$ cat src/shared/iie_defs.svh
// register offsets, field positions, reset values and bus codes of the enable block
`ifndef IIE_DEFS_SVH
`define IIE_DEFS_SVH

// word index of each register (byte address bits [3:2])
`define IIE_IDX_ENABLE 2'h0
`define IIE_IDX_REQUEST 2'h1
// first byte address bit that must be zero for a mapped word
`define IIE_ADDR_TOP 4

// field positions inside irq_enable_register
`define IIE_B_TXE 7
`define IIE_B_TX_DONE_FLAG 6
`define IIE_B_RXF 5
`define IIE_B_NAK 4
`define IIE_B_STP 3
`define IIE_B_ACK_CHECK_ENABLE 2
`define IIE_B_ACKR 1
`define IIE_B_ACKT 0

// reset value and bits that software may change
`define IIE_EN_RST 8'h00
`define IIE_WR_MASK 8'hFD

// axi response codes
`define IIE_RESP_OKAY 2'h0
`define IIE_RESP_SLVERR 2'h2

`endif

$ cat src/shared/iie_pkg.sv
// types shared by the interrupt enable block and its neighbours
package iie_pkg;

	// status flags arriving from the rest of the serial unit
	typedef struct packed {
		logic tx_buffer_empty_flag;
		logic tx_done_flag;
		logic rx_buffer_full_flag;
		logic nack_seen_flag;
		logic arbitration_lost_flag;
		logic rx_lost_word_flag;
		logic stop_seen_flag;
	} iie_flags_t;

	// request lines towards the interrupt controller
	typedef struct packed {
		logic tx_empty_request;
		logic tx_done_request;
		logic rx_full_request;
		logic rx_fault_request;
		logic nack_request;
		logic stop_request;
	} iie_req_t;

endpackage : iie_pkg

$ cat src/rtl/iie_top.sv
// interrupt enable and acknowledge control with an axi4-lite register slave
//
// The register addresses and the AXI4-Lite register port are this design's own decisions.
`timescale 1ns/1ns
`include "iie_defs.svh"

// What this block does
// - transmit-empty request needs empty flag and enable
// - transmit-done request follows done flag when enabled
// - done request drops with flag or enable
// - receive-full request and sync overrun fault enabled
// - receive-full request drops with flag or enable
// - nack request on nack or lost arbitration
// - nack request drops with flags or enable
// - stop request only when stop enable set
// - check disabled ignores received acknowledge
// - checked acknowledge of one halts transfer
// - received acknowledge captured, software cannot write
// - receive mode drives stored acknowledge bit
module iie_top #(
	parameter int ADDR_W = 4 // byte address width of the slave
) (
	input wire logic aclk,
	input wire logic aresetn,
	input wire logic [ADDR_W-1:0] s_axi_awaddr,
	input wire logic s_axi_awvalid,
	output logic s_axi_awready,
	input wire logic [31:0] s_axi_wdata,
	input wire logic [3:0] s_axi_wstrb,
	input wire logic s_axi_wvalid,
	output logic s_axi_wready,
	output logic [1:0] s_axi_bresp,
	output logic s_axi_bvalid,
	input wire logic s_axi_bready,
	input wire logic [ADDR_W-1:0] s_axi_araddr,
	input wire logic s_axi_arvalid,
	output logic s_axi_arready,
	output logic [31:0] s_axi_rdata,
	output logic [1:0] s_axi_rresp,
	output logic s_axi_rvalid,
	input wire logic s_axi_rready,
	input wire iie_pkg::iie_flags_t flags,
	input wire logic sync_format,
	input wire logic tx_mode,
	input wire logic ack_sample,
	input wire logic ack_sample_value,
	output iie_pkg::iie_req_t requests,
	output logic halt_transfer,
	output logic ack_drive_value
);

	// register state
	logic [7:0] en_r; // writable enable and ack bits
	logic ack_rcv_r; // received acknowledge, hardware only
	iie_pkg::iie_req_t req_r; // registered request lines
	iie_pkg::iie_req_t req_nxt; // next request levels
	logic halt_r; // halt continuous transfer
	logic ack_out_r; // acknowledge value for the bus

	// bus slave state
	logic awready_r;
	logic wready_r;
	logic bvalid_r;
	logic [1:0] bresp_r;
	logic arready_r;
	logic rvalid_r;
	logic [1:0] rresp_r;
	logic [31:0] rdata_r;

	// handshake terms
	logic wr_go; // write address and data taken this edge
	logic rd_go; // read address taken this edge
	logic wr_hit; // write targets the enable register
	logic [7:0] en_view; // enable register as software reads it

	assign wr_go = awready_r && s_axi_awvalid && wready_r && s_axi_wvalid;
	assign rd_go = arready_r && s_axi_arvalid;
	// shift instead of a part-select, which would run backwards at the default width
	assign wr_hit = (s_axi_awaddr[3:2] == `IIE_IDX_ENABLE)
		&& ((s_axi_awaddr >> `IIE_ADDR_TOP) == '0);

	// read view puts the captured acknowledge into its slot
	always_comb begin
		en_view = en_r;
		en_view[`IIE_B_ACKR] = ack_rcv_r;
	end

	// request levels, each flag gated by its enable
	always_comb begin
		req_nxt.tx_empty_request = flags.tx_buffer_empty_flag && en_r[`IIE_B_TXE];
		// done flag is set by the unit at the ninth clock rise while empty
		req_nxt.tx_done_request = flags.tx_done_flag && en_r[`IIE_B_TX_DONE_FLAG];
		req_nxt.rx_full_request = flags.rx_buffer_full_flag && en_r[`IIE_B_RXF];
		// overrun fault counts only in clocked synchronous format
		req_nxt.rx_fault_request = sync_format && flags.rx_lost_word_flag
			&& (en_r[`IIE_B_RXF] || en_r[`IIE_B_NAK]);
		req_nxt.nack_request = en_r[`IIE_B_NAK]
			&& (flags.nack_seen_flag || flags.arbitration_lost_flag);
		req_nxt.stop_request = flags.stop_seen_flag && en_r[`IIE_B_STP];
	end

	// request registers, updated every clock
	always_ff @(posedge aclk) begin
		if (!aresetn) begin
			req_r <= '0;
		end else begin
			req_r <= req_nxt;
		end
	end

	// enable register, written by software on the low byte lane
	always_ff @(posedge aclk) begin
		if (!aresetn) begin
			en_r <= `IIE_EN_RST;
		end else if (wr_go && wr_hit && s_axi_wstrb[0]) begin
			// received acknowledge slot is not writable
			en_r <= s_axi_wdata[7:0] & `IIE_WR_MASK;
		end
	end

	// received acknowledge, captured at the slot in transmit mode
	always_ff @(posedge aclk) begin
		if (!aresetn) begin
			ack_rcv_r <= 1'b0;
		end else if (ack_sample && tx_mode) begin
			ack_rcv_r <= ack_sample_value;
		end
	end

	// halt when checking is on and the partner answered one
	always_ff @(posedge aclk) begin
		if (!aresetn) begin
			halt_r <= 1'b0;
		end else begin
			// check off means the acknowledge never halts
			halt_r <= en_r[`IIE_B_ACK_CHECK_ENABLE] && ack_rcv_r;
		end
	end

	// acknowledge to send, presented only in receive mode
	always_ff @(posedge aclk) begin
		if (!aresetn) begin
			ack_out_r <= 1'b0;
		end else begin
			ack_out_r <= !tx_mode && en_r[`IIE_B_ACKT];
		end
	end

	// write address and data ready, offered together one cycle
	always_ff @(posedge aclk) begin
		if (!aresetn) begin
			awready_r <= 1'b0;
			wready_r <= 1'b0;
		end else begin
			awready_r <= s_axi_awvalid && s_axi_wvalid && !awready_r && !bvalid_r;
			wready_r <= s_axi_awvalid && s_axi_wvalid && !wready_r && !bvalid_r;
		end
	end

	// write response, slverr for unmapped or read-only words
	always_ff @(posedge aclk) begin
		if (!aresetn) begin
			bvalid_r <= 1'b0;
			bresp_r <= `IIE_RESP_OKAY;
		end else if (wr_go) begin
			bvalid_r <= 1'b1;
			bresp_r <= wr_hit ? `IIE_RESP_OKAY : `IIE_RESP_SLVERR;
		end else if (s_axi_bready) begin
			bvalid_r <= 1'b0;
		end
	end

	// read address ready, one cycle per request
	always_ff @(posedge aclk) begin
		if (!aresetn) begin
			arready_r <= 1'b0;
		end else begin
			arready_r <= s_axi_arvalid && !arready_r && !rvalid_r;
		end
	end

	// read data and response
	always_ff @(posedge aclk) begin
		if (!aresetn) begin
			rvalid_r <= 1'b0;
			rresp_r <= `IIE_RESP_OKAY;
			rdata_r <= 32'h0000_0000;
		end else if (rd_go) begin
			rvalid_r <= 1'b1;
			if ((s_axi_araddr >> `IIE_ADDR_TOP) != '0) begin
				// unmapped word reads zero with an error
				rresp_r <= `IIE_RESP_SLVERR;
				rdata_r <= 32'h0000_0000;
			end else if (s_axi_araddr[3:2] == `IIE_IDX_ENABLE) begin
				rresp_r <= `IIE_RESP_OKAY;
				rdata_r <= {24'h00_0000, en_view};
			end else if (s_axi_araddr[3:2] == `IIE_IDX_REQUEST) begin
				// live request lines for polling software
				rresp_r <= `IIE_RESP_OKAY;
				rdata_r <= {26'h000_0000, req_r};
			end else begin
				rresp_r <= `IIE_RESP_SLVERR;
				rdata_r <= 32'h0000_0000;
			end
		end else if (s_axi_rready) begin
			rvalid_r <= 1'b0;
		end
	end

	// outputs straight from flip-flops
	assign s_axi_awready = awready_r;
	assign s_axi_wready = wready_r;
	assign s_axi_bvalid = bvalid_r;
	assign s_axi_bresp = bresp_r;
	assign s_axi_arready = arready_r;
	assign s_axi_rvalid = rvalid_r;
	assign s_axi_rresp = rresp_r;
	assign s_axi_rdata = rdata_r;
	assign requests = req_r;
	assign halt_transfer = halt_r;
	assign ack_drive_value = ack_out_r;

	// helper copies of single enable bits
	logic en_txe;
	logic en_tx_done_flag;
	logic en_rxf;
	logic en_nak;
	logic en_stp;
	logic en_ack_check_enable;
	assign en_txe = en_r[`IIE_B_TXE];
	assign en_tx_done_flag = en_r[`IIE_B_TX_DONE_FLAG];
	assign en_rxf = en_r[`IIE_B_RXF];
	assign en_nak = en_r[`IIE_B_NAK];
	assign en_stp = en_r[`IIE_B_STP];
	assign en_ack_check_enable = en_r[`IIE_B_ACK_CHECK_ENABLE];
endmodule : iie_top

$ cat config.mk
export PLATFORM = sky130hd
export DESIGN_NAME = iie_top
export DESIGN_NICKNAME = d
export VERILOG_FILES = /design/src/shared/iie_pkg.sv /design/src/rtl/iie_top.sv
export VERILOG_INCLUDE_DIRS = /design/src /design/src/shared
export SDC_FILE = /design/constraint.sdc
export NUM_CORES = 1
export LEC_CHECK = 0
export BUFFER_PORTS_ARGS = -buffer_cell sky130_fd_sc_hd__buf_2
export CAP_MARGIN = 20
export CORE_ASPECT_RATIO = 1.2
export CORE_MARGIN = 10
export CORE_UTILIZATION = 34
export CTS_BUF_LIST = sky130_fd_sc_hd__clkbuf_4 sky130_fd_sc_hd__clkbuf_8 sky130_fd_sc_hd__clkbuf_16
export DETAILED_ROUTE_END_ITERATION = 10
export PLACE_DENSITY_LB_ADDON = 0.08
export SETUP_SLACK_MARGIN = 0.1
export SLEW_MARGIN = 25
export SYNTH_ARGS = -nofsm -noshare
export SYNTH_HDL_FRONTEND = slang
export SYNTH_SLANG_ARGS = --single-unit
export TNS_END_PERCENT = 5
$ cat constraint.sdc
create_clock -name aclk -period 1 [get_ports aclk]
set_input_delay 0.2 -clock aclk [delete_from_list [all_inputs] [get_ports aclk]]
set_output_delay 0.2 -clock aclk [all_outputs]
set_load 0.01 [all_outputs]
==> out/results.md, run 1 <==
| Item | Value |
|---|---|
| Status | finished, violations left |
| Failing checks | setup timing |
| Congestion Overflow GR | 0 |
| Clock Root Buffer | sky130_fd_sc_hd__clkbuf_8 |
| Critical path arrival | 1.31 ns |
| Synthesized area per cell | 10.0 um2 |
| Total vias in the final route | 1084 |
| H-Tree Depth | 2 |
| Simple-gate portion of the synthesized area | 22.0% |
| Cell with the most instances after synthesis | sky130_fd_sc_hd__dfxtp_1 |
| Total Routing Usage GR | 10.5% |
| Routed wire length per instance | 14.8 um |
| Proportion of synthesized chip area in sequential cells | 46.2% |
| Cell type with the highest aggregate area in the netlist | sky130_fd_sc_hd__dfxtp_1 |
| Via count of the first global-routing pass | 1178 |
| CP max-delay cell | sky130_fd_sc_hd__dfxtp_2 |
| Top cells by area, synth | sky130_fd_sc_hd__dfxtp_1 (46%), sky130_fd_sc_hd__buf_4 (15%), sky130_fd_sc_hd__and3_1 (5.6%) |
| Setup repair after global routing missed its margin | yes |
| Final worst-path setup slack | -0.106 ns |
| Cell leakage power | 0.933 nW |
| Final Routed Wirelength | 3700 um |
| Die Y-Extent | 88.9 um |
| Number of antenna violations at the first check in global routing | 0 |
| Area of combinational cells with multiple inputs | 627 um2 |
| Top FF cell, synth | sky130_fd_sc_hd__dfxtp_1 |
| Adder-Cell Fraction of Synth Area | 0% |
| Sequential cell area | 643 um2 |
| EDFF count, synth | 0 |
| Setup-violating endpoint count in the final report | 17 |
| Row count | 24 |
| Warnings, synthesis | 0 |
| Number of cells on the worst reg-to-reg path | 3 |
| Drc violations | 0 |
| Clock tree skew after final layout | 0.00259 ns |
| Number of placed I/O pins | 111 |
| Number of buffers inserted by port buffering | 52 |
| Overall Power | 2.39 mW |
| Area Overhead vs Synth | 40.9% |
| Number of fill cells | 359 |
| Die X-Extent | 77.4 um |
| Max rail drop VDD | 0.600 mV |
| Number of DRC markers in iteration 0 | 30 |
| Post-synthesis share of cell area spent on xor and xnor gates | 0% |
| Placed instance count | 239 |
| Share of synthesized registers carrying an async set or reset | 0% |
| Fraction of post-synthesis cell area in the top cell type by area | 46.2% |
| Pin count of the biggest net entering global routing | 12 |
| Clock buffers created by TritonCTS | 5 |
| Share of cell area taken by muxes after synthesis | 5.21% |
| First-pass GRT wire length | 5660 um |
| Count of final hold-check violations | 0 |
| Final cell count without fillers | 250 |
| Maximum fanout count along the critical path | 7 |
| Pre-CTS setup slack | -0.120 ns |
| Category of the worst setup path capture point | flip-flop |
| Highest cell delay on the worst timing path | 0.32 ns |
| Launching element type of the critical path | flip-flop |
| Clk sinks | 31 |
| Weighted congestion reported at the end of routability-driven placement | 0.711 |
| Vias per cell | 4.34 |
| Number of distinct standard cells referenced by the synthesized netlist | 27 |
| Highest achievable clock rate | 0.905 GHz |
| Count of nets left with antenna violations after detail routing | 0 |
| Max-cap violation count | 0 |
| Clock tree from TritonCTS | built |
| Hold crit path type | input port to flip-flop |
| Number of instances in the synthesized netlist | 134 |
| Worst-path cell chain | and4_4, and3_4, mux2i_2 |
| P per Cell Area | 1260 nW/um2 |
| Share of cells above drive strength 1 | 49.0% |
| Maximum number of buffers from clock root to sink | 2 |
| Register clock-pin slew on the reported worst setup and hold paths | 0.06 ns |
| Required time at the worst-slack endpoint | 1.20 ns |
| Hold depth | 3 |
| Length of the first detailed-routing pass in iterations | 4 |
| Post-route clock period utilization | 111% |
| Worst-skew pair later-pin latency | 0.27 ns |
| Post-synth design cell area | 1340 um2 |
| Initial Util | 36.1% |
| Final max-slew violation count | 0 |
| Minimum clock period | 1.11 ns |
| Final layout net count | 261 |
| Max FFs per register | 8 |
| Core Footprint | 3720 um2 |
| Count of state elements after synthesis | 31 |
| Largest family of logic cells by synthesized area | simple AND/OR/NAND/NOR gates |
| Critical setup path kind | flip-flop to flip-flop |
| # diodes | 0 |
| Top cells by count, synth | sky130_fd_sc_hd__dfxtp_1 (31), sky130_fd_sc_hd__buf_4 (27), sky130_fd_sc_hd__nand2_1 (18), sky130_fd_sc_hd__and3_1 (12), sky130_fd_sc_hd__mux2i_1 (7) |
| Die ar. | 6880 um2 |
| HPWL after detailed placement | 2940 um |
| Complex-gate fraction of the synthesized area | 9.40% |
where the power goes:
group	switching [mW]	total (mW)	leakage, nW	internal (mW)
clock network	0.409	0.898	0.0406	0.489
logic	0.131	0.235	0.634	0.104
registers	0.0105	1.26	0.258	1.25
total	0.551	2.39	0.933	1.84
final timing paths:
check,start,end,slack (ns)
max,s_axi_awready$_SDFF_PN0_,en_r[6]$_SDFFE_PN0P_,-0.11
min reg2reg,en_r[7]$_SDFFE_PN0P_,en_r[7]$_SDFFE_PN0P_,0.48
max reg2reg,s_axi_awready$_SDFF_PN0_,en_r[6]$_SDFFE_PN0P_,-0.11
min,flags[2],requests[1]$_SDFF_PN0_,0.14
worst max-delay path: cells and delay by family (launching register included):
kind | cells | cell delay (ns)
flops | 1 | 0.32
mux | 1 | 0.22
simple gates | 2 | 0.48
cell usage in the layout (no fill, tap or decap), types with 3 or more instances in the layout:
master	instances
sky130_fd_sc_hd__and3_1	11
sky130_fd_sc_hd__buf_4	6
sky130_fd_sc_hd__clkbuf_8	5
sky130_fd_sc_hd__dfxtp_1	15
sky130_fd_sc_hd__buf_6	21
sky130_fd_sc_hd__a21boi_0	3
sky130_fd_sc_hd__conb_1	26
sky130_fd_sc_hd__buf_2	36
sky130_fd_sc_hd__nand2_1	18
sky130_fd_sc_hd__a221o_1	6
sky130_fd_sc_hd__dfxtp_2	15
sky130_fd_sc_hd__nor2_1	5
sky130_fd_sc_hd__nor2b_1	3
sky130_fd_sc_hd__mux2i_1	6
per-stage QoR:
| stage | hold slack [ns] | instance area (um2) | TNS, ns | util (%) |
|---|---|---|---|---|
| floorplan | 0.316 | 1450 | -0.803 | - |
| global placement | 0.398 | 1610 | -0.837 | 43.2 |
| detailed placement | 0.398 | 1610 | -1.20 | 43.2 |
| CTS | 0.139 | 1800 | -0.960 | 48.3 |
| global route | 0.137 | 1890 | -1.63 | 50.8 |
| finish | 0.140 | 1890 | -0.859 | 50.8 |
cell families (layout without fill, tap and decap cells):
logic type | count (synthesis) | count (layout)
compound gates | 14 | 14
buf+inv | 31 | 70
flops | 31 | 31
other cells | 1 | 26
mux | 7 | 7
simple gates | 50 | 50
final cells by class:
| type | instances | share of cell area (%) |
|---|---|---|
| Clock buffer | 6 | 4.03 |
| Multi-Input combinational cell | 97 | 33.1 |
| Sequential cell | 31 | 34.0 |
| Tap cell | 52 | 3.44 |
| Timing Repair Buffer | 64 | 25.4 |
routing by layer:
metal | part of all wire, % | track usage (%)
met4 | 1.5 | 3.99
met3 | 8.9 | 6.29
met1 | 37 | 9.87
met5 | 0 | 0
met2 | 52 | 18.6
what timing repair did:
item	in CTS	in global routing
pin swaps	3	7
gates resized for setup	21	20
setup buffers	4	1
hold buffers	0	0
endpoints found under the hold margin	0	0
endpoints found under the setup margin	40	42
(Power assumes the default switching activity.)
==> inputs of run 2 (changes only) <==
--- a/config.mk
+++ b/config.mk
@@ -10,7 +10,7 @@
 export CAP_MARGIN = 20
 export CORE_ASPECT_RATIO = 1.2
 export CORE_MARGIN = 10
-export CORE_UTILIZATION = 34
+export CORE_UTILIZATION = 38
 export CTS_BUF_LIST = sky130_fd_sc_hd__clkbuf_4 sky130_fd_sc_hd__clkbuf_8 sky130_fd_sc_hd__clkbuf_16
 export DETAILED_ROUTE_END_ITERATION = 10
 export PLACE_DENSITY_LB_ADDON = 0.08
==> constraint.sdc (replaced) <==
create_clock -name aclk -period 1.1 [get_ports aclk]
set_input_delay 0.22 -clock aclk [delete_from_list [all_inputs] [get_ports aclk]]
set_output_delay 0.22 -clock aclk [all_outputs]
set_load 0.01 [all_outputs]
==> out/results.md, run 2 (synthesis gave the netlist of run 1 again) <==
| Item | Value |
|---|---|
| Share of cells above drive strength 1 | 44.0% |
| Launching element type of the critical path | flip-flop |
| H-Tree Depth | 2 |
| Routed wire length per instance | 15.2 um |
| Core utilization of the finished layout | 50.2% |
| Final Routed Wirelength | 3500 um |
| Failing checks | setup timing |
| Die X-Extent | 74.3 um |
| Clk sinks | 31 |
| Number of buffers inserted by port buffering | 52 |
| Pin count of the biggest net entering global routing | 15 |
| Placed instance count | 222 |
| Leading cell types in the layout, fill and taps excluded | sky130_fd_sc_hd__buf_2 (50), sky130_fd_sc_hd__conb_1 (26), sky130_fd_sc_hd__dfxtp_1 (19) |
| Setup repair after global routing missed its margin | yes |
| Clock buffers created by TritonCTS | 5 |
| Total Routing Usage GR | 11.2% |
| Maximum number of buffers from clock root to sink | 2 |
| Core Footprint | 3370 um2 |
| Max rail drop VDD | 0.747 mV |
| Area Overhead vs Synth | 25.9% |
| Max FFs per register | 8 |
| Status | finished, violations left |
| Highest achievable clock rate | 0.907 GHz |
| Worst-skew pair later-pin latency | 0.28 ns |
| Hold crit path type | input port to flip-flop |
| Congestion Overflow GR | 0 |
| Post-route clock period utilization | 100% |
| Hold-fix buffer count after cts | 0 |
| Minimum clock period | 1.10 ns |
| Final layout net count | 254 |
| P per Cell Area | 1300 nW/um2 |
| HPWL after detailed placement | 2890 um |
| Weighted congestion reported at the end of routability-driven placement | 0.691 |
| Die ar. | 6320 um2 |
| # diodes | 0 |
| Pre-CTS setup slack | -0.0957 ns |
| Commonest non-fill, non-tap cell in the layout | sky130_fd_sc_hd__buf_2 |
| Setup Fix Bufs, Post-CTS | 0 |
| Drc violations | 0 |
| Minimum hold slack | 0.164 ns |
| Maximum fanout count along the critical path | 7 |
| Number of DRC markers in iteration 0 | 37 |
| Startpoint of the most critical setup path | s_axi_wready$_SDFF_PN0_ |
| Worst Min Path Start | flags[2] |
| Clock tree from TritonCTS | built |
| Clock tree skew after final layout | 0.00285 ns |
| Final cell count without fillers | 230 |
| Register clock-pin slew on the reported worst setup and hold paths | 0.06 ns |
| First-pass GRT wire length | 5470 um |
| Die Y-Extent | 85.1 um |
| Max-cap violation count | 0 |
| Total vias in the final route | 1049 |
| Setup-violating endpoint count in the final report | 1 |
| Critical setup path kind | flip-flop to flip-flop |
| Number of antenna violations at the first check in global routing | 0 |
| Final max-slew violation count | 0 |
| Reg2reg start | s_axi_wready$_SDFF_PN0_ |
| Critical path arrival | 1.31 ns |
| Row count | 23 |
| Overall Power | 2.20 mW |
| Category of the worst setup path capture point | flip-flop |
| Count of final hold-check violations | 0 |
| Cell leakage power | 0.874 nW |
| Count of nets left with antenna violations after detail routing | 0 |
| Final worst-path setup slack | -0.00219 ns |
| Required time at the worst-slack endpoint | 1.31 ns |
| Clock Root Buffer | sky130_fd_sc_hd__clkbuf_8 |
| Number of placed I/O pins | 111 |
| Initial Util | 39.9% |
| Vias per cell | 4.56 |
| Via count of the first global-routing pass | 1128 |
| Length of the first detailed-routing pass in iterations | 4 |
| Worst R2R Setup Slack | -0.002 ns |
[run 2: changes by cell type in the layout (fill, tap and decap cells not counted)]
cell	delta
sky130_fd_sc_hd__a22oi_2	-2
sky130_fd_sc_hd__clkbuf_4	+1
sky130_fd_sc_hd__a22oi_1	+2
sky130_fd_sc_hd__dfxtp_1	+4
sky130_fd_sc_hd__mux2i_1	+1
sky130_fd_sc_hd__mux2i_2	-1
sky130_fd_sc_hd__clkinv_2	+1
sky130_fd_sc_hd__nand2_2	+1
sky130_fd_sc_hd__buf_4	-1
sky130_fd_sc_hd__buf_6	-19
sky130_fd_sc_hd__nand2_4	-1
sky130_fd_sc_hd__dfxtp_2	-4
sky130_fd_sc_hd__buf_12	-1
sky130_fd_sc_hd__buf_2	+14
[run 2: cell type report]
class	instances	area, um2
tap	37	46.3
clock buffer	7	83.8
multi-input combinational	97	608
timing repair buffer	57	310
sequential	31	638
fill	347	1680
clock inverter	1	5.00
[run 2: worst paths after layout]
check,to,depth (start not counted)
setup / recovery,en_r[6]$_SDFFE_PN0P_,3
hold / removal,requests[1]$_SDFF_PN0_,3
setup reg to reg,en_r[6]$_SDFFE_PN0P_,3
hold reg to reg,s_axi_wready$_SDFF_PN0_,1
[run 2: timing repair]
item | 4_1_cts | 5_1_grt
cloned | 0 | 0
pin swaps | 7 | 2
setup endpoints to repair | 15 | 26
gates resized for setup | 5 | 9
[run 2: through the flow]
stage | setup TNS, ns | cell area (um2)
2_1_floorplan | 0 | 1450
3_3_place_gp | -0.560 | 1560
3_5_place_dp | -0.577 | 1560
4_1_cts | -0.0323 | 1680
5_1_grt | -0.352 | 1690
6_report | -0.00219 | 1690
[run 2: worst max-delay path: stages (launching register included)]
cell,delay [ns]
sky130_fd_sc_hd__dfxtp_2,0.33
sky130_fd_sc_hd__and4_4,0.21
sky130_fd_sc_hd__and3_4,0.26
sky130_fd_sc_hd__mux2i_1,0.22
[run 2: report_power, final]
group / internal [mW] / switching [mW] / total, mW
Combinational: 0.0714 / 0.110 / 0.182
Sequential: 1.13 / 0.00987 / 1.14
Clock: 0.492 / 0.387 / 0.879
Total: 1.70 / 0.507 / 2.20
[run 2: routing by layer]
| layer | part of all wire [%] | up-vias | global-route usage (%) |
|---|---|---|---|
| met5 | 0 | - | 0 |
| met4 | 1.4 | 0 | 5.00 |
| met3 | 12 | 6 | 6.29 |
| met2 | 50 | 47 | 18.9 |
| met1 | 36 | 472 | 10.8 |
| li1 | - | 524 | - |
==> inputs of run 3 (changes only) <==
--- a/config.mk
+++ b/config.mk
@@ -9,7 +9,7 @@
 export BUFFER_PORTS_ARGS = -buffer_cell sky130_fd_sc_hd__buf_2
 export CAP_MARGIN = 20
 export CORE_ASPECT_RATIO = 1.2
-export CORE_MARGIN = 10
+export CORE_MARGIN = 2
 export CORE_UTILIZATION = 38
 export CTS_BUF_LIST = sky130_fd_sc_hd__clkbuf_4 sky130_fd_sc_hd__clkbuf_8 sky130_fd_sc_hd__clkbuf_16
 export DETAILED_ROUTE_END_ITERATION = 10
==> out/results.md, run 3 (synthesis gave the netlist of run 1 again) <==
| Item | Value |
|---|---|
| Hold crit path type | input port to flip-flop |
| Drc violations | 0 |
| Setup-violating endpoint count in the final report | 0 |
| Weighted congestion reported at the end of routability-driven placement | 0.683 |
| Maximum number of buffers from clock root to sink | 2 |
| Hold-fix buffer count after cts | 0 |
| Number of buffers inserted by port buffering | 52 |
| Clk sinks | 31 |
| Count of final hold-check violations | 0 |
| Final worst-path setup slack | 0.0287 ns |
| Die X-Extent | 58.3 um |
| Sink of the worst hold path | requests[1]$_SDFF_PN0_ |
| Minimum clock period | 1.07 ns |
| Pin count of the biggest net entering global routing | 13 |
| Routed wire length per instance | 12.3 um |
| Final layout net count | 255 |
| Required time at the worst-slack endpoint | 1.31 ns |
| Highest achievable clock rate | 0.933 GHz |
| Total vias in the final route | 1085 |
| Core utilization of the finished layout | 50.4% |
| Final standard cell area without fillers | 1700 um2 |
| Number of placed I/O pins | 111 |
| Length of the first detailed-routing pass in iterations | 4 |
| Register clock-pin slew on the reported worst setup and hold paths | 0.06 ns |
| Pre-CTS setup slack | -0.133 ns |
| Total Routing Usage GR | 15.2% |
| Final max-slew violation count | 0 |
| Die Y-Extent | 69.1 um |
| Maximum fanout count along the critical path | 7 |
| Vias per cell | 4.70 |
| Setup repair after global routing missed its margin | yes |
| Max rail drop VDD | 0.908 mV |
| Worst-skew pair later-pin latency | 0.28 ns |
| Max FFs per register | 8 |
| Cell leakage power | 0.879 nW |
| Die ar. | 4030 um2 |
| Hold depth | 3 |
| Number of DRC markers in iteration 0 | 25 |
| Reg2reg start | s_axi_awready$_SDFF_PN0_ |
| Max-cap violation count | 0 |
| Launching element type of the critical path | flip-flop |
| H-Tree Depth | 2 |
| Count of nets left with antenna violations after detail routing | 0 |
| Clock Root Buffer | sky130_fd_sc_hd__clkbuf_8 |
| Worst R2R Setup Slack | 0.03 ns |
| Worst Min Path Start | flags[3] |
| Leading cell types in the layout, fill and taps excluded | sky130_fd_sc_hd__buf_2 (51), sky130_fd_sc_hd__conb_1 (26), sky130_fd_sc_hd__dfxtp_1 (20) |
| Clock tree from TritonCTS | built |
| HPWL after detailed placement | 2180 um |
| Commonest non-fill, non-tap cell in the layout | sky130_fd_sc_hd__buf_2 |
| Category of the worst setup path capture point | flip-flop |
| Status | finished clean |
| Critical path arrival | 1.28 ns |
| Clock buffers created by TritonCTS | 5 |
| First-pass GRT wire length | 4680 um |
| # diodes | 0 |
| Number of antenna violations at the first check in global routing | 0 |
| Critical setup path kind | flip-flop to flip-flop |
| Congestion Overflow GR | 0 |
| Post-route clock period utilization | 97.4% |
| Number of cells on the worst reg-to-reg path | 3 |
| Final Routed Wirelength | 2850 um |
| Area Overhead vs Synth | 26.2% |
| Row count | 23 |
| Clock tree skew after final layout | 0.00237 ns |
| Core Footprint | 3370 um2 |
| Worst R2R End | en_r[5]$_SDFFE_PN0P_ |
| Startpoint of the most critical setup path | s_axi_awready$_SDFF_PN0_ |
| Via count of the first global-routing pass | 1085 |
| P per Cell Area | 1300 nW/um2 |
| Post-place instance area | 1560 um2 |
| Initial Util | 39.9% |
| Share of cells above drive strength 1 | 43.8% |
==> run 3: final cells by class <==
cell class / count / area, um2
flip-flops and latches: 31 / 637
multi-input cells: 97 / 608
clock inverters: 1 / 5.00
fillers: 327 / 1670
well taps: 37 / 46.3
clock buffers: 7 / 83.8
repair buffers: 58 / 315
==> run 3: where the power goes <==
group / leakage, nW / switching (mW) / total, mW / internal, mW
combinational: 0.574 / 0.108 / 0.181 / 0.0735
sequential: 0.256 / 0.00957 / 1.14 / 1.13
clock: 0.0491 / 0.397 / 0.889 / 0.492
total: 0.879 / 0.514 / 2.21 / 1.70
==> run 3: what timing repair did <==
action                     4_1_cts  5_1_grt
setup endpoints to repair       17       26
setup buffers                    0        1
gates resized for setup          3       11
gates cloned                     0        0
pin swaps                        4        3
==> run 3: worst max-delay path by stage <==
stage / endpoint / cells past startpoint / slack, ns
final: en_r[5]$_SDFFE_PN0P_ / 3 / 0.03
after global routing: en_r[3]$_SDFFE_PN0P_ / 3 / -0.02
after CTS: s_axi_rdata[4]$_SDFFE_PN0P_ / 3 / 0.007
after detailed placement: s_axi_rdata[4]$_SDFFE_PN0P_ / 4 / -0.13
after global placement: s_axi_rdata[0]$_SDFFE_PN0P_ / 4 / -0.09
after floorplan: en_r[0]$_SDFFE_PN0P_ / 4 / 0.008
==> run 3: per-layer routing <==
metal | vias to the layer above | GRT usage (%) | routed length (um) | share of wire (%)
met1 | 497 | 15.4 | 1150 | 40
met2 | 49 | 27.1 | 1430 | 50
met5 | - | 0 | 0 | 0
met3 | 7 | 4.50 | 203 | 7.1
li1 | 532 | - | - | -
met4 | 0 | 7.75 | 63 | 2.2
==> run 3: worst max-delay path, cell delays in order, from the launching register on <==
cell and delay, ns:
sky130_fd_sc_hd__dfxtp_2 0.33, sky130_fd_sc_hd__and4_4 0.22, sky130_fd_sc_hd__and3_4 0.27, sky130_fd_sc_hd__mux2i_1 0.19
==> run 3: per-stage QoR <==
| stage | TNS [ns] | hold WS, ns | power, mW | instances |
|---|---|---|---|---|
| 5_1_grt | -0.173 | 0.170 | 2.32 | 231 |
| 2_1_floorplan | 0 | 0.336 | 1.32 | 159 |
| 3_5_place_dp | -0.759 | 0.400 | 1.34 | 222 |
| 6_report | 0 | 0.160 | 2.21 | 231 |
| 3_3_place_gp | -0.557 | 0.398 | 1.33 | 222 |
| 4_1_cts | 0 | 0.150 | 2.24 | 230 |
